==> config.mk <==
export PLATFORM = sky130hd
export DESIGN_NAME = mmr_remote_control
export DESIGN_NICKNAME = d
export VERILOG_FILES = /design/src/common/mmr_pkg.sv /design/src/mmr_remote_control.sv
export SDC_FILE = /design/constraint.sdc
export NUM_CORES = 1
export LEC_CHECK = 0
export ABC_AREA = 1
export BUFFER_PORTS_ARGS = -buffer_cell sky130_fd_sc_hd__buf_4
export CORE_UTILIZATION = 50
export CTS_CLUSTER_DIAMETER = 30
export DETAILED_ROUTE_END_ITERATION = 8
export PLACE_DENSITY = 0.8
export SYNTH_ARGS = -nofsm -noshare
export SYNTH_HDL_FRONTEND = slang
export SYNTH_SLANG_ARGS = --single-unit
==> constraint.sdc <==
create_clock -name ref_clk_i -period 6.5 [get_ports ref_clk_i]
set_input_delay 0.65 -clock ref_clk_i [delete_from_list [all_inputs] [get_ports ref_clk_i]]
set_output_delay 0.65 -clock ref_clk_i [all_outputs]
set_load 0.01 [all_outputs]
==> src/common/mmr_pkg.sv <==
package mmr_pkg;

  // clock and serial timing
  localparam int CLK_PERIOD_NS   = 10;
  localparam int BIT_TIME_NS     = 32000;
  localparam int BIT_CYCLES      = BIT_TIME_NS / CLK_PERIOD_NS;
  localparam int HALF_CYCLES     = BIT_CYCLES / 2;
  localparam int MARKER_PERIOD_MS = 500;
  localparam int MARKER_CYCLES   = MARKER_PERIOD_MS * (1000000 / CLK_PERIOD_NS);

  // register map (byte addresses)
  localparam logic [3:0] REG_CTRL   = 4'h0;
  localparam logic [3:0] REG_STATUS = 4'h4;
  localparam int CTRL_ENABLE_BIT = 0;
  localparam int CTRL_SA_BIT     = 1;
  localparam logic RST_ENABLE    = 1'b0;
  localparam logic RST_SA        = 1'b0;

  // plain note functions, channel 1
  localparam logic [6:0] NOTE_LEVEL_REDUCE  = 7'h5D;
  localparam logic [6:0] NOTE_SUM_SINGLE    = 7'h2A;
  localparam logic [6:0] NOTE_INTERCOM      = 7'h5E;
  localparam logic [6:0] NOTE_SCENE_RESTORE = 7'h5F;
  localparam logic [6:0] NOTE_ALT_PAIR      = 7'h32;
  localparam logic [6:0] NOTE_ALT_FIRST     = 7'h3E;
  localparam logic [6:0] NOTE_ALT_LAST      = 7'h42;
  localparam logic [6:0] NOTE_SCENE_FIRST   = 7'h36;
  localparam logic [6:0] NOTE_SCENE_LAST    = 7'h3D;
  localparam logic [6:0] NOTE_GAIN_LINK     = 7'h2D;
  localparam logic [6:0] NOTE_SILENCE       = 7'h2C;
  localparam logic [6:0] NOTE_ISOLATE       = 7'h2B;

  // control-surface notes and the V-Pot control change, channel 1
  localparam logic [6:0] NOTE_ARM_FIRST     = 7'h00;
  localparam logic [6:0] NOTE_MUTE_FIRST    = 7'h10;
  localparam logic [6:0] NOTE_SELECT_FIRST  = 7'h18;
  localparam logic [6:0] NOTE_VPOT_FIRST    = 7'h20;
  localparam logic [6:0] NOTE_PROCESSING    = 7'h29;
  localparam logic [6:0] NOTE_BANK_LEFT     = 7'h2E;
  localparam logic [6:0] NOTE_BANK_RIGHT    = 7'h2F;
  localparam logic [6:0] NOTE_CHAN_LEFT     = 7'h30;
  localparam logic [6:0] NOTE_CHAN_RIGHT    = 7'h31;
  localparam logic [6:0] NOTE_ROW_UP        = 7'h60;
  localparam logic [6:0] NOTE_ROW_DOWN      = 7'h61;
  localparam logic [6:0] CC_VPOT_FIRST      = 7'h10;

  // control change map
  localparam logic [6:0] CC_VOLUME          = 7'h07;
  localparam logic [6:0] CC_FADER_FIRST     = 7'h66;
  localparam logic [6:0] CC_FADER_LAST      = 7'h75;
  localparam logic [3:0] CH_FUNC            = 4'hC;
  localparam logic [6:0] CC_GAIN_LINK       = 7'h66;
  localparam logic [6:0] CC_BUS_FIRST       = 7'h68;
  localparam logic [6:0] CC_BUS_LAST        = 7'h75;

  // fader values and window limits
  localparam logic [6:0] FADER_MIN          = 7'h00;
  localparam logic [6:0] FADER_UNITY        = 7'h68;
  localparam logic [6:0] FADER_MAX          = 7'h7F;
  localparam logic [5:0] WIN_CHAN_MAX       = 6'h38;
  localparam logic [1:0] ROW_LAST           = 2'h2;

  // loopback marker message
  localparam logic [7:0] MARKER_STATUS      = 8'h9F;
  localparam logic [7:0] MARKER_NOTE        = 8'h7E;
  localparam logic [7:0] MARKER_VEL         = 8'h7F;

  typedef enum logic [4:0] {
    EV_NONE, EV_MAIN_VOL, EV_FADER, EV_PAN, EV_PAN_CENTER, EV_UNITY, EV_MUTE,
    EV_SELECT, EV_LEVEL_REDUCE, EV_SUM_SINGLE, EV_INTERCOM, EV_SCENE_RESTORE,
    EV_ALT_PAIR, EV_ALT_LISTEN, EV_SCENE_LOAD, EV_GAIN_LINK, EV_SILENCE,
    EV_ISOLATE, EV_BUS_SELECT
  } mmr_kind_t;

  typedef struct packed {
    logic       valid;
    mmr_kind_t  kind;
    logic [1:0] row;
    logic [5:0] index;
    logic [6:0] value;
  } mmr_event_t;

  typedef struct packed {
    logic [7:0] status;
    logic [7:0] d1;
    logic [7:0] d2;
  } mmr_msg_t;

endpackage : mmr_pkg

==> src/mmr_remote_control.sv <==
// The plain strobed port and the address map were left to the implementer.
`timescale 1ns/1ps
`default_nettype none
module mmr_remote_control
  import mmr_pkg::*;
#(
  parameter int MARKER_PERIOD = MARKER_CYCLES,
  parameter int BIT_PERIOD    = BIT_CYCLES
) (
  // clock, reset, enable
  input  wire logic        ref_clk_i,
  input  wire logic        sys_rst_i,
  input  wire logic        ce_i,
  // midi link
  input  wire logic        midi_rx_i,
  output logic             midi_tx_o,
  // register port
  input  wire logic [3:0]  reg_addr_i,
  input  wire logic [31:0] reg_wdata_i,
  input  wire logic        reg_wr_i,
  input  wire logic        reg_rd_i,
  output logic [31:0]      reg_rdata_o,
  // mixer side
  output mmr_event_t       event_o,
  output logic             remote_enable_o,
  output logic             standalone_o,
  output logic             gain_link_o,
  output logic [2:0]       dest_bus_o,
  output logic [1:0]       win_row_o,
  output logic [5:0]       win_chan_o
);

  typedef enum logic [1:0] {RX_IDLE, RX_START, RX_DATA, RX_STOP} mmr_rx_state_t;

  // input synchroniser and filtered line
  logic        sync1_reg, sync2_reg, sync3_reg, line_reg;
  // receiver
  mmr_rx_state_t rx_state_reg;
  logic [11:0] rx_cnt_reg;
  logic [2:0]  rx_bit_reg;
  logic [7:0]  rx_shift_reg;
  logic        rx_vld_reg;
  logic [7:0]  rx_byte_reg;
  // parser
  logic [7:0]  run_status_reg;
  logic [7:0]  data1_reg;
  logic        have1_reg;
  logic        msg_vld_reg;
  mmr_msg_t    msg_reg;
  // control state
  logic        enable_reg, sa_reg, loop_seen_reg, proc_held_reg, gain_link_reg;
  logic [2:0]  dest_bus_reg;
  logic [1:0]  win_row_reg;
  logic [5:0]  win_chan_reg;
  mmr_event_t  ev_reg, ev_next;
  logic [31:0] rdata_reg;
  // transmitter
  logic [25:0] mark_cnt_reg;
  logic        mark_due_reg;
  logic [23:0] tx_msg_reg;
  logic [1:0]  tx_left_reg;
  logic [9:0]  tx_shift_reg;
  logic [3:0]  tx_bit_reg;
  logic [11:0] tx_cnt_reg;
  logic        tx_line_reg;

  // ---------------- serial receive ----------------
  wire rx_stable   = (sync2_reg == sync3_reg);
  wire rx_bit_end  = (rx_cnt_reg == 12'(BIT_PERIOD - 1));
  wire rx_half_end = (rx_cnt_reg == 12'(BIT_PERIOD / 2 - 1));

  always_ff @(posedge ref_clk_i or posedge sys_rst_i) begin
    if (sys_rst_i) begin
      sync1_reg <= 1'b1;
      sync2_reg <= 1'b1;
      sync3_reg <= 1'b1;
      line_reg  <= 1'b1;
    end else if (ce_i) begin
      sync1_reg <= midi_rx_i;
      sync2_reg <= sync1_reg;
      sync3_reg <= sync2_reg;
      if (rx_stable) begin
        line_reg <= sync3_reg;
      end
    end
  end

  always_ff @(posedge ref_clk_i or posedge sys_rst_i) begin
    if (sys_rst_i) begin
      rx_state_reg <= RX_IDLE;
      rx_cnt_reg   <= 12'h000;
      rx_bit_reg   <= 3'h0;
      rx_shift_reg <= 8'h00;
      rx_vld_reg   <= 1'b0;
      rx_byte_reg  <= 8'h00;
    end else if (ce_i) begin
      rx_vld_reg <= 1'b0;
      rx_cnt_reg <= rx_cnt_reg + 12'h001;
      unique case (rx_state_reg)
        RX_IDLE: begin
          rx_cnt_reg <= 12'h000;
          if (!line_reg) begin
            rx_state_reg <= RX_START;
          end
        end
        RX_START: begin
          if (rx_half_end) begin
            rx_cnt_reg   <= 12'h000;
            rx_bit_reg   <= 3'h0;
            rx_state_reg <= line_reg ? RX_IDLE : RX_DATA;
          end
        end
        RX_DATA: begin
          if (rx_bit_end) begin
            rx_cnt_reg   <= 12'h000;
            rx_shift_reg <= {line_reg, rx_shift_reg[7:1]};
            rx_bit_reg   <= rx_bit_reg + 3'h1;
            if (rx_bit_reg == 3'h7) begin
              rx_state_reg <= RX_STOP;
            end
          end
        end
        RX_STOP: begin
          if (rx_bit_end) begin
            rx_state_reg <= RX_IDLE;
            rx_vld_reg   <= line_reg;
            rx_byte_reg  <= rx_shift_reg;
          end
        end
      endcase
    end
  end

  // ---------------- message framing ----------------
  wire is_realtime = (rx_byte_reg[7:3] == 5'h1F);
  wire two_data    = (run_status_reg[7:4] != 4'hC) && (run_status_reg[7:4] != 4'hD);

  always_ff @(posedge ref_clk_i or posedge sys_rst_i) begin
    if (sys_rst_i) begin
      run_status_reg <= 8'h00;
      data1_reg      <= 8'h00;
      have1_reg      <= 1'b0;
      msg_vld_reg    <= 1'b0;
      msg_reg        <= '0;
    end else if (ce_i) begin
      msg_vld_reg <= 1'b0;
      if (rx_vld_reg && !is_realtime) begin
        if (rx_byte_reg[7]) begin
          run_status_reg <= (rx_byte_reg[7:4] == 4'hF) ? 8'h00 : rx_byte_reg;
          have1_reg      <= 1'b0;
        end else if (run_status_reg[7] && two_data) begin
          if (!have1_reg) begin
            data1_reg <= rx_byte_reg;
            have1_reg <= 1'b1;
          end else begin
            have1_reg   <= 1'b0;
            msg_vld_reg <= 1'b1;
            msg_reg     <= '{status: run_status_reg, d1: data1_reg, d2: rx_byte_reg};
          end
        end
      end
    end
  end

  // ---------------- message decode ----------------
  wire [3:0] st_kind = msg_reg.status[7:4];
  wire [3:0] st_chan = msg_reg.status[3:0];
  wire [6:0] d1      = msg_reg.d1[6:0];
  wire [6:0] d2      = msg_reg.d2[6:0];
  wire       full    = enable_reg;
  wire       sa_only = sa_reg && !enable_reg;
  wire       active  = enable_reg || sa_reg;
  wire       is_on   = (st_kind == 4'h9) && (d2 != 7'h00);
  wire       is_note = (st_kind == 4'h8) || (st_kind == 4'h9);
  wire       ch1     = (st_chan == 4'h0);
  wire       note1   = is_note && ch1;
  wire       press1  = is_on && ch1;
  wire       is_cc   = (st_kind == 4'hB);
  wire       is_pb   = (st_kind == 4'hE) && (st_chan[3] == 1'b0);
  wire       marker_hit = (msg_reg.status == MARKER_STATUS) && (msg_reg.d1 == MARKER_NOTE);

  wire       alt_hit   = (d1 >= NOTE_ALT_FIRST) && (d1 <= NOTE_ALT_LAST);
  wire       scene_hit = (d1 >= NOTE_SCENE_FIRST) && (d1 <= NOTE_SCENE_LAST);
  wire       arm_hit   = (d1[6:3] == NOTE_ARM_FIRST[6:3]);
  wire       mute_hit  = (d1[6:3] == NOTE_MUTE_FIRST[6:3]);
  wire       sel_hit   = (d1[6:3] == NOTE_SELECT_FIRST[6:3]);
  wire       vpush_hit = (d1[6:3] == NOTE_VPOT_FIRST[6:3]);
  wire       nav_hit   = (d1 == NOTE_CHAN_LEFT) || (d1 == NOTE_CHAN_RIGHT) ||
                         (d1 == NOTE_BANK_LEFT) || (d1 == NOTE_BANK_RIGHT) ||
                         (d1 == NOTE_ROW_UP) || (d1 == NOTE_ROW_DOWN);
  wire       surf_note = note1 && (arm_hit || mute_hit || sel_hit || vpush_hit || nav_hit ||
                         (d1 == NOTE_PROCESSING));
  wire       vpot_cc   = is_cc && ch1 && (d1[6:3] == CC_VPOT_FIRST[6:3]);
  wire       surf_msg  = surf_note || vpot_cc || is_pb;

  wire       fad_hit   = is_cc && (st_chan < CH_FUNC) &&
                         (d1 >= CC_FADER_FIRST) && (d1 <= CC_FADER_LAST);
  wire [1:0] fad_row   = st_chan[3:2];
  wire [3:0] fad_off   = 4'(d1 - CC_FADER_FIRST);
  wire       fad_ok    = fad_hit && (full || (sa_only && fad_row != 2'h1));
  wire       func_cc   = is_cc && (st_chan == CH_FUNC) && full;
  wire       bus_hit   = func_cc && (d1 >= CC_BUS_FIRST) && (d1 <= CC_BUS_LAST);
  wire [2:0] bus_idx   = 3'((d1 - CC_BUS_FIRST) >> 1);
  wire [5:0] pb_chan   = win_chan_reg + {3'h0, st_chan[2:0]};

  // one event per message; anything unmatched leaves EV_NONE
  always_comb begin
    ev_next = '{valid: 1'b0, kind: EV_NONE, row: 2'h0, index: 6'h00, value: d2};
    if (msg_vld_reg && active && !marker_hit) begin
      if (is_cc && ch1 && d1 == CC_VOLUME) begin
        ev_next.kind = EV_MAIN_VOL;
      end else if (fad_ok) begin
        ev_next.kind  = EV_FADER;
        ev_next.row   = fad_row;
        ev_next.index = {st_chan[1:0], fad_off};
      end else if (func_cc && d1 == CC_GAIN_LINK) begin
        ev_next.kind = EV_GAIN_LINK;
      end else if (bus_hit) begin
        ev_next.kind  = EV_BUS_SELECT;
        ev_next.index = {3'h0, bus_idx};
      end else if (vpot_cc) begin
        ev_next.kind  = EV_PAN;
        ev_next.row   = win_row_reg;
        ev_next.index = win_chan_reg + {3'h0, d1[2:0]};
      end else if (is_pb && !(sa_only && win_row_reg == 2'h1)) begin
        ev_next.kind  = EV_FADER;
        ev_next.row   = win_row_reg;
        ev_next.index = pb_chan;
      end else if (press1 && arm_hit) begin
        ev_next.kind  = EV_BUS_SELECT;
        ev_next.index = {3'h0, d1[2:0]};
      end else if (press1 && mute_hit) begin
        ev_next.kind  = EV_MUTE;
        ev_next.row   = win_row_reg;
        ev_next.index = win_chan_reg + {3'h0, d1[2:0]};
      end else if (press1 && sel_hit) begin
        ev_next.kind  = proc_held_reg ? EV_UNITY : EV_SELECT;
        ev_next.value = proc_held_reg ? FADER_UNITY : d2;
        ev_next.row   = win_row_reg;
        ev_next.index = win_chan_reg + {3'h0, d1[2:0]};
      end else if (press1 && vpush_hit) begin
        ev_next.kind  = EV_PAN_CENTER;
        ev_next.row   = win_row_reg;
        ev_next.index = win_chan_reg + {3'h0, d1[2:0]};
      end else if (note1 && d1 == NOTE_SILENCE && (full || sa_only)) begin
        ev_next.kind = EV_SILENCE;
      end else if (note1 && full) begin
        if (d1 == NOTE_LEVEL_REDUCE) begin
          ev_next.kind = EV_LEVEL_REDUCE;
        end else if (d1 == NOTE_SUM_SINGLE) begin
          ev_next.kind = EV_SUM_SINGLE;
        end else if (d1 == NOTE_INTERCOM) begin
          ev_next.kind = EV_INTERCOM;
        end else if (d1 == NOTE_SCENE_RESTORE) begin
          ev_next.kind = EV_SCENE_RESTORE;
        end else if (d1 == NOTE_ALT_PAIR) begin
          ev_next.kind = EV_ALT_PAIR;
        end else if (d1 == NOTE_GAIN_LINK) begin
          ev_next.kind = EV_GAIN_LINK;
        end else if (d1 == NOTE_ISOLATE) begin
          ev_next.kind = EV_ISOLATE;
        end else if (alt_hit) begin
          ev_next.kind  = EV_ALT_LISTEN;
          ev_next.index = 6'(d1 - NOTE_ALT_FIRST);
        end else if (scene_hit && is_on) begin
          ev_next.kind  = EV_SCENE_LOAD;
          ev_next.index = 6'(d1 - NOTE_SCENE_FIRST);
        end
      end
    end
    ev_next.valid = (ev_next.kind != EV_NONE);
  end

  // ---------------- window navigation ----------------
  wire nav_go = msg_vld_reg && active && press1 && nav_hit;
  wire [5:0] chan_l  = (win_chan_reg == 6'h00) ? 6'h00 : win_chan_reg - 6'h01;
  wire [5:0] chan_r  = (win_chan_reg >= WIN_CHAN_MAX) ? WIN_CHAN_MAX : win_chan_reg + 6'h01;
  wire [5:0] bank_l  = (win_chan_reg < 6'h08) ? 6'h00 : win_chan_reg - 6'h08;
  wire [5:0] bank_r  = (win_chan_reg >= WIN_CHAN_MAX - 6'h08) ? WIN_CHAN_MAX :
                       win_chan_reg + 6'h08;
  wire [1:0] row_up  = (win_row_reg == 2'h0) ? 2'h0 :
                       (sa_only && win_row_reg == ROW_LAST) ? 2'h0 : win_row_reg - 2'h1;
  wire [1:0] row_dn  = (win_row_reg == ROW_LAST) ? ROW_LAST :
                       (sa_only && win_row_reg == 2'h0) ? ROW_LAST : win_row_reg + 2'h1;
  wire [5:0] chan_nx = (d1 == NOTE_CHAN_LEFT)  ? chan_l :
                       (d1 == NOTE_CHAN_RIGHT) ? chan_r :
                       (d1 == NOTE_BANK_LEFT)  ? bank_l :
                       (d1 == NOTE_BANK_RIGHT) ? bank_r : win_chan_reg;
  wire [1:0] row_nx  = (d1 == NOTE_ROW_UP)   ? row_up :
                       (d1 == NOTE_ROW_DOWN) ? row_dn : win_row_reg;

  // ---------------- control and mixer state ----------------
  wire       ctrl_wr   = reg_wr_i && (reg_addr_i == REG_CTRL);
  wire       wr_en_bit = reg_wdata_i[CTRL_ENABLE_BIT];
  wire       wr_sa_bit = reg_wdata_i[CTRL_SA_BIT];
  wire       loop_hit  = msg_vld_reg && marker_hit && enable_reg;
  wire       sa_set    = ctrl_wr && wr_sa_bit && enable_reg;
  wire       sa_clr    = ctrl_wr && !wr_sa_bit && !enable_reg;
  wire       gl_toggle = ev_next.valid && ev_next.kind == EV_GAIN_LINK;
  wire       bus_sel   = ev_next.valid && ev_next.kind == EV_BUS_SELECT;

  always_ff @(posedge ref_clk_i or posedge sys_rst_i) begin
    if (sys_rst_i) begin
      enable_reg    <= RST_ENABLE;
      sa_reg        <= RST_SA;
      loop_seen_reg <= 1'b0;
      proc_held_reg <= 1'b0;
      gain_link_reg <= 1'b0;
      dest_bus_reg  <= 3'h0;
      win_row_reg   <= 2'h0;
      win_chan_reg  <= 6'h00;
      ev_reg        <= '0;
    end else if (ce_i) begin
      ev_reg <= ev_next;
      if (loop_hit) begin
        enable_reg <= 1'b0;
      end else if (ctrl_wr) begin
        enable_reg <= wr_en_bit;
      end
      if (loop_hit) begin
        loop_seen_reg <= 1'b1;
      end else if (ctrl_wr && wr_en_bit) begin
        loop_seen_reg <= 1'b0;
      end
      if (sa_set) begin
        sa_reg <= 1'b1;
      end else if (sa_clr) begin
        sa_reg <= 1'b0;
      end
      if (msg_vld_reg && active && note1 && d1 == NOTE_PROCESSING) begin
        proc_held_reg <= is_on;
      end
      if (bus_sel) begin
        gain_link_reg <= 1'b0;
        dest_bus_reg  <= ev_next.index[2:0];
      end else if (gl_toggle) begin
        gain_link_reg <= !gain_link_reg;
      end
      if (nav_go) begin
        win_chan_reg <= chan_nx;
        win_row_reg  <= row_nx;
      end
    end
  end

  // ---------------- register read ----------------
  wire [31:0] ctrl_view   = {30'h0, sa_reg, enable_reg};
  wire [31:0] status_view = {18'h0, loop_seen_reg, proc_held_reg, gain_link_reg,
                             dest_bus_reg, win_row_reg, win_chan_reg};
  wire [31:0] rd_sel      = (reg_addr_i == REG_CTRL)   ? ctrl_view :
                            (reg_addr_i == REG_STATUS) ? status_view : 32'h0000_0000;

  always_ff @(posedge ref_clk_i or posedge sys_rst_i) begin
    if (sys_rst_i) begin
      rdata_reg <= 32'h0000_0000;
    end else if (ce_i) begin
      rdata_reg <= reg_rd_i ? rd_sel : 32'h0000_0000;
    end
  end

  // ---------------- transmit: echo and loopback marker ----------------
  // only surface messages are echoed; nothing is sent on its own after reset until enable is set
  wire tx_bit_end = (tx_cnt_reg == 12'(BIT_PERIOD - 1));
  wire tx_idle    = (tx_bit_reg == 4'h0);
  wire seq_free   = (tx_left_reg == 2'h0);
  wire echo_req   = msg_vld_reg && active && surf_msg && !marker_hit;
  wire mark_tick  = (mark_cnt_reg == 26'(MARKER_PERIOD - 1));

  always_ff @(posedge ref_clk_i or posedge sys_rst_i) begin
    if (sys_rst_i) begin
      mark_cnt_reg <= 26'h0000000;
      mark_due_reg <= 1'b0;
    end else if (ce_i) begin
      mark_cnt_reg <= (mark_tick || !enable_reg) ? 26'h0000000 : mark_cnt_reg + 26'h0000001;
      if (mark_tick && enable_reg) begin
        mark_due_reg <= 1'b1;
      end else if (seq_free && !echo_req) begin
        mark_due_reg <= 1'b0;
      end
    end
  end

  always_ff @(posedge ref_clk_i or posedge sys_rst_i) begin
    if (sys_rst_i) begin
      tx_msg_reg   <= 24'h000000;
      tx_left_reg  <= 2'h0;
      tx_shift_reg <= 10'h3FF;
      tx_bit_reg   <= 4'h0;
      tx_cnt_reg   <= 12'h000;
      tx_line_reg  <= 1'b1;
    end else if (ce_i) begin
      if (seq_free && echo_req) begin
        tx_msg_reg  <= msg_reg;
        tx_left_reg <= 2'h3;
      end else if (seq_free && mark_due_reg) begin
        tx_msg_reg  <= {MARKER_STATUS, MARKER_NOTE, MARKER_VEL};
        tx_left_reg <= 2'h3;
      end else if (tx_idle && !seq_free) begin
        tx_shift_reg <= {1'b1, tx_msg_reg[23:16], 1'b0};
        tx_msg_reg   <= {tx_msg_reg[15:0], 8'h00};
        tx_left_reg  <= tx_left_reg - 2'h1;
        tx_bit_reg   <= 4'hA;
        tx_cnt_reg   <= 12'h000;
      end
      if (!tx_idle) begin
        tx_line_reg <= tx_shift_reg[0];
        tx_cnt_reg  <= tx_bit_end ? 12'h000 : tx_cnt_reg + 12'h001;
        if (tx_bit_end) begin
          tx_shift_reg <= {1'b1, tx_shift_reg[9:1]};
          tx_bit_reg   <= tx_bit_reg - 4'h1;
        end
      end else begin
        tx_line_reg <= 1'b1;
      end
    end
  end

  assign midi_tx_o       = tx_line_reg;
  assign reg_rdata_o     = rdata_reg;
  assign event_o         = ev_reg;
  assign remote_enable_o = enable_reg;
  assign standalone_o    = sa_reg;
  assign gain_link_o     = gain_link_reg;
  assign dest_bus_o      = dest_bus_reg;
  assign win_row_o       = win_row_reg;
  assign win_chan_o      = win_chan_reg;

endmodule : mmr_remote_control
`default_nettype wire

==> results_dict.tcl, run 1 <==
set metrics [dict create \
    status "finished, final reports clean" \
    tightestPinTransition_ns 1.07 \
    via_per_inst 5.48 \
    synth-edff-count 0 \
    cts.sinks 206 \
    yosysSeqAreaShare 0.443 \
    ys_ff_latch 206 \
    wl_um 30200 \
    min_period_over_period 0.641 \
    grt_start_max_net_pins 159 \
    grt_pass1_vias 10400 \
    nets 1671 \
    fin_crit_ns 4.16 \
    die_w_um 155 \
    clkPwrFrac 0.541 \
    synth-warning-count 0 \
    dp_slack_ns 2.46 \
    track_usage 0.260 \
    synth_area_um2 11700 \
    swShare 0.274 \
    start_kind "register" \
    synth.avg_cell_area_um2 7.62 \
    final_layout_size_suffix_gt1_frac 0.114 \
    fmax_ghz 0.240 \
    rsz0062_at_grt "false" \
    drv_slew 0 \
    clock_latency_ns 0.53 \
    path_clk_slew_ns 0.05 \
    ioPinCount 110 \
    required_ns 6.89 \
    setup-violations-final 0 \
    hold_buffers 0 \
    max-vdd-ir-drop_uv 269 \
    dr.first_iter.drc_count 849 \
    core-area_um2 22800 \
    async_flop_share 1.00 \
    die_area_um2 24000 \
    port_buffers 61 \
    syn_to_final_growth_pct 19.0 \
    crit_path_max_fanout 26 \
    tritoncts "yes" \
    cts-resized-gates 0 \
    num_vias 10700 \
    placed_cell_area_um2 12300 \
    cts_root_buffer "clkbuf_16" \
    slew_headroom 0.288 \
    combinationalPowerShare 0.113 \
    p_switching_mw 1.20 \
    drc 0 \
    cap_violations 0 \
    antenna_found_initial 1 \
    first_pass_iters 5 \
    start_util 0.513 \
    seqPwrFrac 0.346 \
    cts_buffer_depth 3 \
    grt_pass1_wl_um 50800 \
    post_drt_wl_per_cell_um 15.5 \
    finClkSkew_ns 0.0188 \
    setup_slack_ns 2.34 \
    crit_type "register to register" \
    ys_types 54 \
    cp-end-kind "register" \
    rows 55 \
    cts_buffers 47 \
    ctsHtreeMaxLevel 2 \
    cp.arrival_ns 4.56 \
    largest_reg_flops 26 \
    power_density_nw_per_um2 314 \
    design_area_um2 13900 \
    diodes 0 \
    final_antenna_net_count 0 \
    hold_viol 0 \
    gp_congestion 0.974 \
    hold_class "input port to register" \
    dp_hpwl_um 20700 \
    cts_setup_buffers 0 \
    leakage_nw 6.67 \
    fin_setup_tns_ns 0 \
    grt_overflow 0 \
    internal_power_mw 3.18 \
    syn-instance-count 1534 \
    synthFlopType "dfrtp_1" \
    die_h_um 155 \
]
[synth_stat cells (all sizes together) (3+ instances only)]
cell	count	area [um^2]
nand2	370	1400
dfrtp	191	4780
inv	187	702
nor2	157	602
o21ai	152	761
nand3	97	505
a21oi	43	215
nand4	42	263
buf	40	252
nor3	38	200
xor2	30	263
clkbuf	28	105
ha	28	350
o31ai	18	140
o211ai	16	120
dfstp	15	394
nor4	14	103
a31oi	8	50.1
o22ai	8	50.1
a211oi	7	52.6
nor3b	6	45.0
xnor2	4	35.0
clkinv	3	11.3
mux2i	3	30.0
nand3b	3	22.5
[final cells by class]
| cell class | count | area [um^2] |
|---|---|---|
| multi-input combinational | 1087 | 5510 |
| timing repair buffer | 67 | 503 |
| fill | 1952 | 8860 |
| tap | 313 | 392 |
| sequential | 206 | 5170 |
| inverter | 190 | 721 |
| clock buffer | 54 | 1230 |
| clock inverter | 32 | 379 |
[kinds of logic after synthesis]
logic type	count (synthesis)	share of synthesized area
xor gates and xnor gates	34	0.0255
muxes	4	0.00353
other	1	0.000321
DFF	206	0.443
AOI/OAI and AO/OA	271	0.133
buffers and inverters	258	0.0915
adders and majority gates	30	0.0334
and+or+nand+nor	730	0.270
[cells in the final DEF, fill, tap and decap left out, drive strengths merged, types with 42 or more instances in the layout]
cell and instances:
nand4 42, nand2 370, nor2 157, buf 67, nand3 97, inv 193, clkbuf 54, o21ai 152
a21oi 43, dfrtp 191
[per-stage QoR]
stage | power, mW | cells | hold slack [ns] | utilization
3_5_place_dp | 2.01 | 1863 | 0.455 | 0.540
4_1_cts | 4.40 | 1949 | 0.347 | 0.611
2_1_floorplan | 1.87 | 1551 | 0.434 | -
6_report | 4.37 | 1949 | 0.357 | 0.611
3_3_place_gp | 1.99 | 1863 | 0.452 | 0.540
5_1_grt | 4.56 | 1949 | 0.347 | 0.611
[critical path: stages (launching register included)]
cell	delay, ns
dfrtp_1	0.81
inv_1	0.33
nand2_1	0.19
inv_1	0.07
nand3_1	0.22
nand2_1	0.13
nor2_1	0.15
nand2_1	0.14
o31ai_2	0.24
nand3_2	0.31
nand3_2	0.41
nand3_2	0.47
nand2_4	0.41
o21ai_0	0.14
[power groups by stage]
| stage | clock network [mW] | registers (mW) | logic, mW |
|---|---|---|---|
| final | 2.37 | 1.51 | 0.494 |
| after global routing | 2.47 | 1.53 | 0.568 |
| after CTS | 2.40 | 1.51 | 0.494 |
| after detailed placement | 0 | 1.53 | 0.483 |
| after global placement | 0 | 1.52 | 0.468 |
| after floorplan | 0 | 1.50 | 0.376 |
[worst paths after layout]
check | start | end | slack, ns | depth (start not counted)
worst min register to register | mark_cnt_reg[22] | mark_cnt_reg[22] | 0.46 | 1
max in group asynchronous | sys_rst_i | rx_shift_reg[3] | 4.84 | 3
min in group asynchronous | sys_rst_i | mark_cnt_reg[3] | 0.39 | 2
worst min-delay path | midi_rx_i | sync1_reg | 0.36 | 3
worst max register to register | d1[1] | tx_msg_reg[19] | 2.34 | 13
worst max-delay path | d1[1] | tx_msg_reg[19] | 2.34 | 13
[routing by layer]
layer  GRT usage  vias to the layer above  wire (um)
met5           0                        -         12
met4      0.0948                        2        852
met3      0.0493                       73       1920
met2       0.423                      378      13900
met1       0.346                     5054      13500
li1            -                     5182          -
Power figures use the tool's default switching activity.
==> run 2: changes to the inputs <==
Settings changed: ABC_AREA 1 to 0, PLACE_DENSITY 0.8 to 0.77.
Clock period 6.5 ns to 4.3 ns, I/O delays scaled along.
==> run 2 against run 1 <==
Compared with the run above: sequential power is 40% higher; highest routed layer is now met4; largest cell class unchanged; hold slack worse by 0.26 ns; critical endpoint is now gain_link_o; critical path type unchanged; critical path depth is 4 lower; first-iteration DRC count is 21% lower; power is 26% higher.
==> results_dict.tcl, run 2 <==
set metrics [dict create \
    tightestPinTransition_ns 1.05 \
    async_flop_share 1.00 \
    status "finished, final reports clean" \
    grt_pass1_vias 9487 \
    yosysTopAreaCell "dfrtp_1" \
    path_delay_family "compound AO/OA/AOI/OAI gates" \
    cts.sinks 206 \
    critPathSlowestCell "dfrtp_1" \
    grt_start_max_net_pins 165 \
    start_util 0.510 \
    grt_pass1_wl_um 47400 \
    cp.arrival_ns 3.82 \
    dp_hpwl_um 18700 \
    required_ns 4.71 \
    start_kind "register" \
    layout_commonest_cell "dfrtp_1" \
    rows 55 \
    path_cells "ha_1, a211oi_1, a211oi_2, nor4_1, nand2_1, nand2_1, a2111oi_0, o2bb2ai_1, a21o_1" \
    synth_top_family_by_area "simple AND/OR/NAND/NOR gates" \
    finClkSkew_ns 0.0194 \
    port_buffers 61 \
    track_usage 0.245 \
    wl_um 28100 \
    fin_cells 1592 \
    ys_ff_latch 206 \
    ctsHtreeMaxLevel 2 \
    diodes 0 \
    fill_cells 1903 \
    path_clk_slew_ns 0.05 \
    final_antenna_net_count 0 \
    busiest_layer "met2" \
    synthMuxAreaShare 0.0579 \
    hold_buffers 0 \
    synth-warning-count 0 \
    fmax_ghz 0.293 \
    synth_most_common_cell "dfrtp_1" \
    cap_violations 0 \
    min_period_over_period 0.795 \
    die_h_um 154 \
    synth-edff-count 0 \
    grt_use_met1 0.320 \
    max_stage_delay_ns 0.80 \
    synth_compound_area_frac 0.166 \
    synth-simple-area-share 0.208 \
    synthTopCellsByCount "191 x dfrtp_1, 136 x nand2_1, 109 x o21ai_0" \
    ys_types 93 \
    critical_path_buf_inv_count 0 \
    rsz0062_at_grt "false" \
    drv_slew 0 \
    cts_buffer_depth 3 \
    dp_slack_ns 0.994 \
    synth_xor_area_frac 0.0281 \
    dr.first_iter.drc_count 672 \
    via_per_inst 5.94 \
    fin_crit_ns 3.42 \
    syn-instance-count 1228 \
    cp_common_cell "nand2_1" \
    max-vdd-ir-drop_uv 372 \
    largest_reg_flops 26 \
    slew_headroom 0.299 \
    nets 1349 \
    tritoncts "yes" \
    grt_util_met3 0.0403 \
    post_drt_wl_per_cell_um 17.6 \
    die_w_um 154 \
    crit_type "register to register" \
    yosysSeqAreaShare 0.448 \
    cts_root_buffer "clkbuf_16" \
    synth_area_um2 11500 \
    hold_class "input port to async pin" \
    setup-violations-final 0 \
    grt_overflow 0 \
    die_area_um2 23700 \
    first_pass_iters 5 \
    cts_setup_buffers 0 \
    ioPinCount 110 \
    cts-resized-gates 0 \
    synthAdderAreaFrac 0.0338 \
    syn_to_final_growth_pct 16.3 \
    gp_congestion 0.972 \
    leakage_nw 6.05 \
    hold_viol 0 \
    synth.avg_cell_area_um2 9.40 \
    core-area_um2 22600 \
    num_vias 9452 \
    fin_setup_tns_ns 0 \
    final_cell_mix "191 x dfrtp_1, 136 x nand2_1, 109 x o21ai_0" \
    synthFlopType "dfrtp_1" \
    power_density_nw_per_um2 412 \
    clock_latency_ns 0.52 \
    setup_slack_ns 0.883 \
    use_met2 0.403 \
    yosys-top-cells-area "dfrtp_1 41%, mux2_2 5.3%, o21ai_0 4.7%" \
    drc 0 \
    dp_cells 1522 \
    final_layout_size_suffix_gt1_frac 0.194 \
    antenna_found_initial 0 \
    hold_slack_ns 0.101 \
    cp-end-kind "register" \
    cts_buffers 38 \
    crit_path_max_fanout 21 \
    yosysTopAreaCellShare 0.414 \
]
==> run 2: changes by cell type in the layout (fill, tap and decap cells not counted), moves of 10 or more <==
| cell | before | now |
|---|---|---|
| nand2_1 | 369 | 136 |
| inv_1 | 183 | 65 |
| mux2_2 | 1 | 54 |
| nand3_1 | 93 | 44 |
| nor2_1 | 152 | 105 |
| o21ai_0 | 152 | 109 |
| o22ai_1 | 8 | 32 |
| nand4_1 | 42 | 25 |
| and3_1 | 1 | 15 |
| o31ai_1 | 17 | 5 |
| a21o_1 | 1 | 11 |
| nor2b_1 | 0 | 10 |
==> run 2: metal layers <==
| layer | vias to the layer above | routed length (um) |
|---|---|---|
| met5 | - | 0 |
| met4 | 0 | 869 |
| met3 | 75 | 1710 |
| met2 | 318 | 13100 |
| met1 | 4593 | 12400 |
| li1 | 4466 | - |
==> run 2: stage by stage <==
step | power [mW] | utilization | instance area, um^2
after global routing | 5.72 | 0.593 | 13400
after floorplan | 2.36 | - | 11600
after detailed placement | 2.44 | 0.533 | 12100
final | 5.53 | 0.593 | 13400
after global placement | 2.43 | 0.533 | 12100
after CTS | 5.58 | 0.593 | 13400
==> run 2: final timing paths <==
check / start / to / slack [ns] / depth (start not counted)
worst min register to register: run_status_reg[4] / run_status_reg[4] / 0.48 / 2
worst max-delay path: d1[2] / gain_link_o / 0.88 / 9
worst max register to register: d1[2] / gain_link_o / 0.88 / 9
worst min-delay path: sys_rst_i / rx_cnt_reg[1] / 0.10 / 3
max in group asynchronous: sys_rst_i / win_chan_o[1] / 3.42 / 3
min in group ref_clk_i: midi_rx_i / sync1_reg / 0.16 / 2
==> run 2: power by group <==
group	switching [mW]	internal, mW	leakage, nW
Sequential	0.101	2.02	2.73
Clock	1.07	2.05	0.644
Combinational	0.170	0.119	2.67
Total	1.34	4.19	6.05
==> run 2: worst reg2reg max path: cells and delay by family, from the launching register on <==
family          cells  cell delay, ns
compound gates      5            1.30
simple gates        3            0.67
flops               1            0.80
fa+ha+maj           1            0.54
==> run 2: cell type report <==
| type | count | area, um^2 | area share |
|---|---|---|---|
| multi-input combinational | 896 | 5760 | 0.429 |
| sequential | 206 | 5170 | 0.385 |
| clock buffer | 46 | 1030 | 0.0769 |
| timing repair buffer | 69 | 531 | 0.0395 |
| tap | 285 | 357 | 0.0266 |
| clock inverter | 24 | 318 | 0.0237 |
| inverter | 66 | 251 | 0.0187 |
==> run 2: cell families after synthesis <==
| logic type | after synthesis |
|---|---|
| XOR/XNOR | 37 |
| other | 1 |
| adder cells (fa/ha/maj) | 30 |
| AND/OR/NAND/NOR | 461 |
| buffers and inverters | 143 |
| multiplexers | 60 |
| flip-flops | 206 |
| AO/OA/AOI/OAI | 290 |
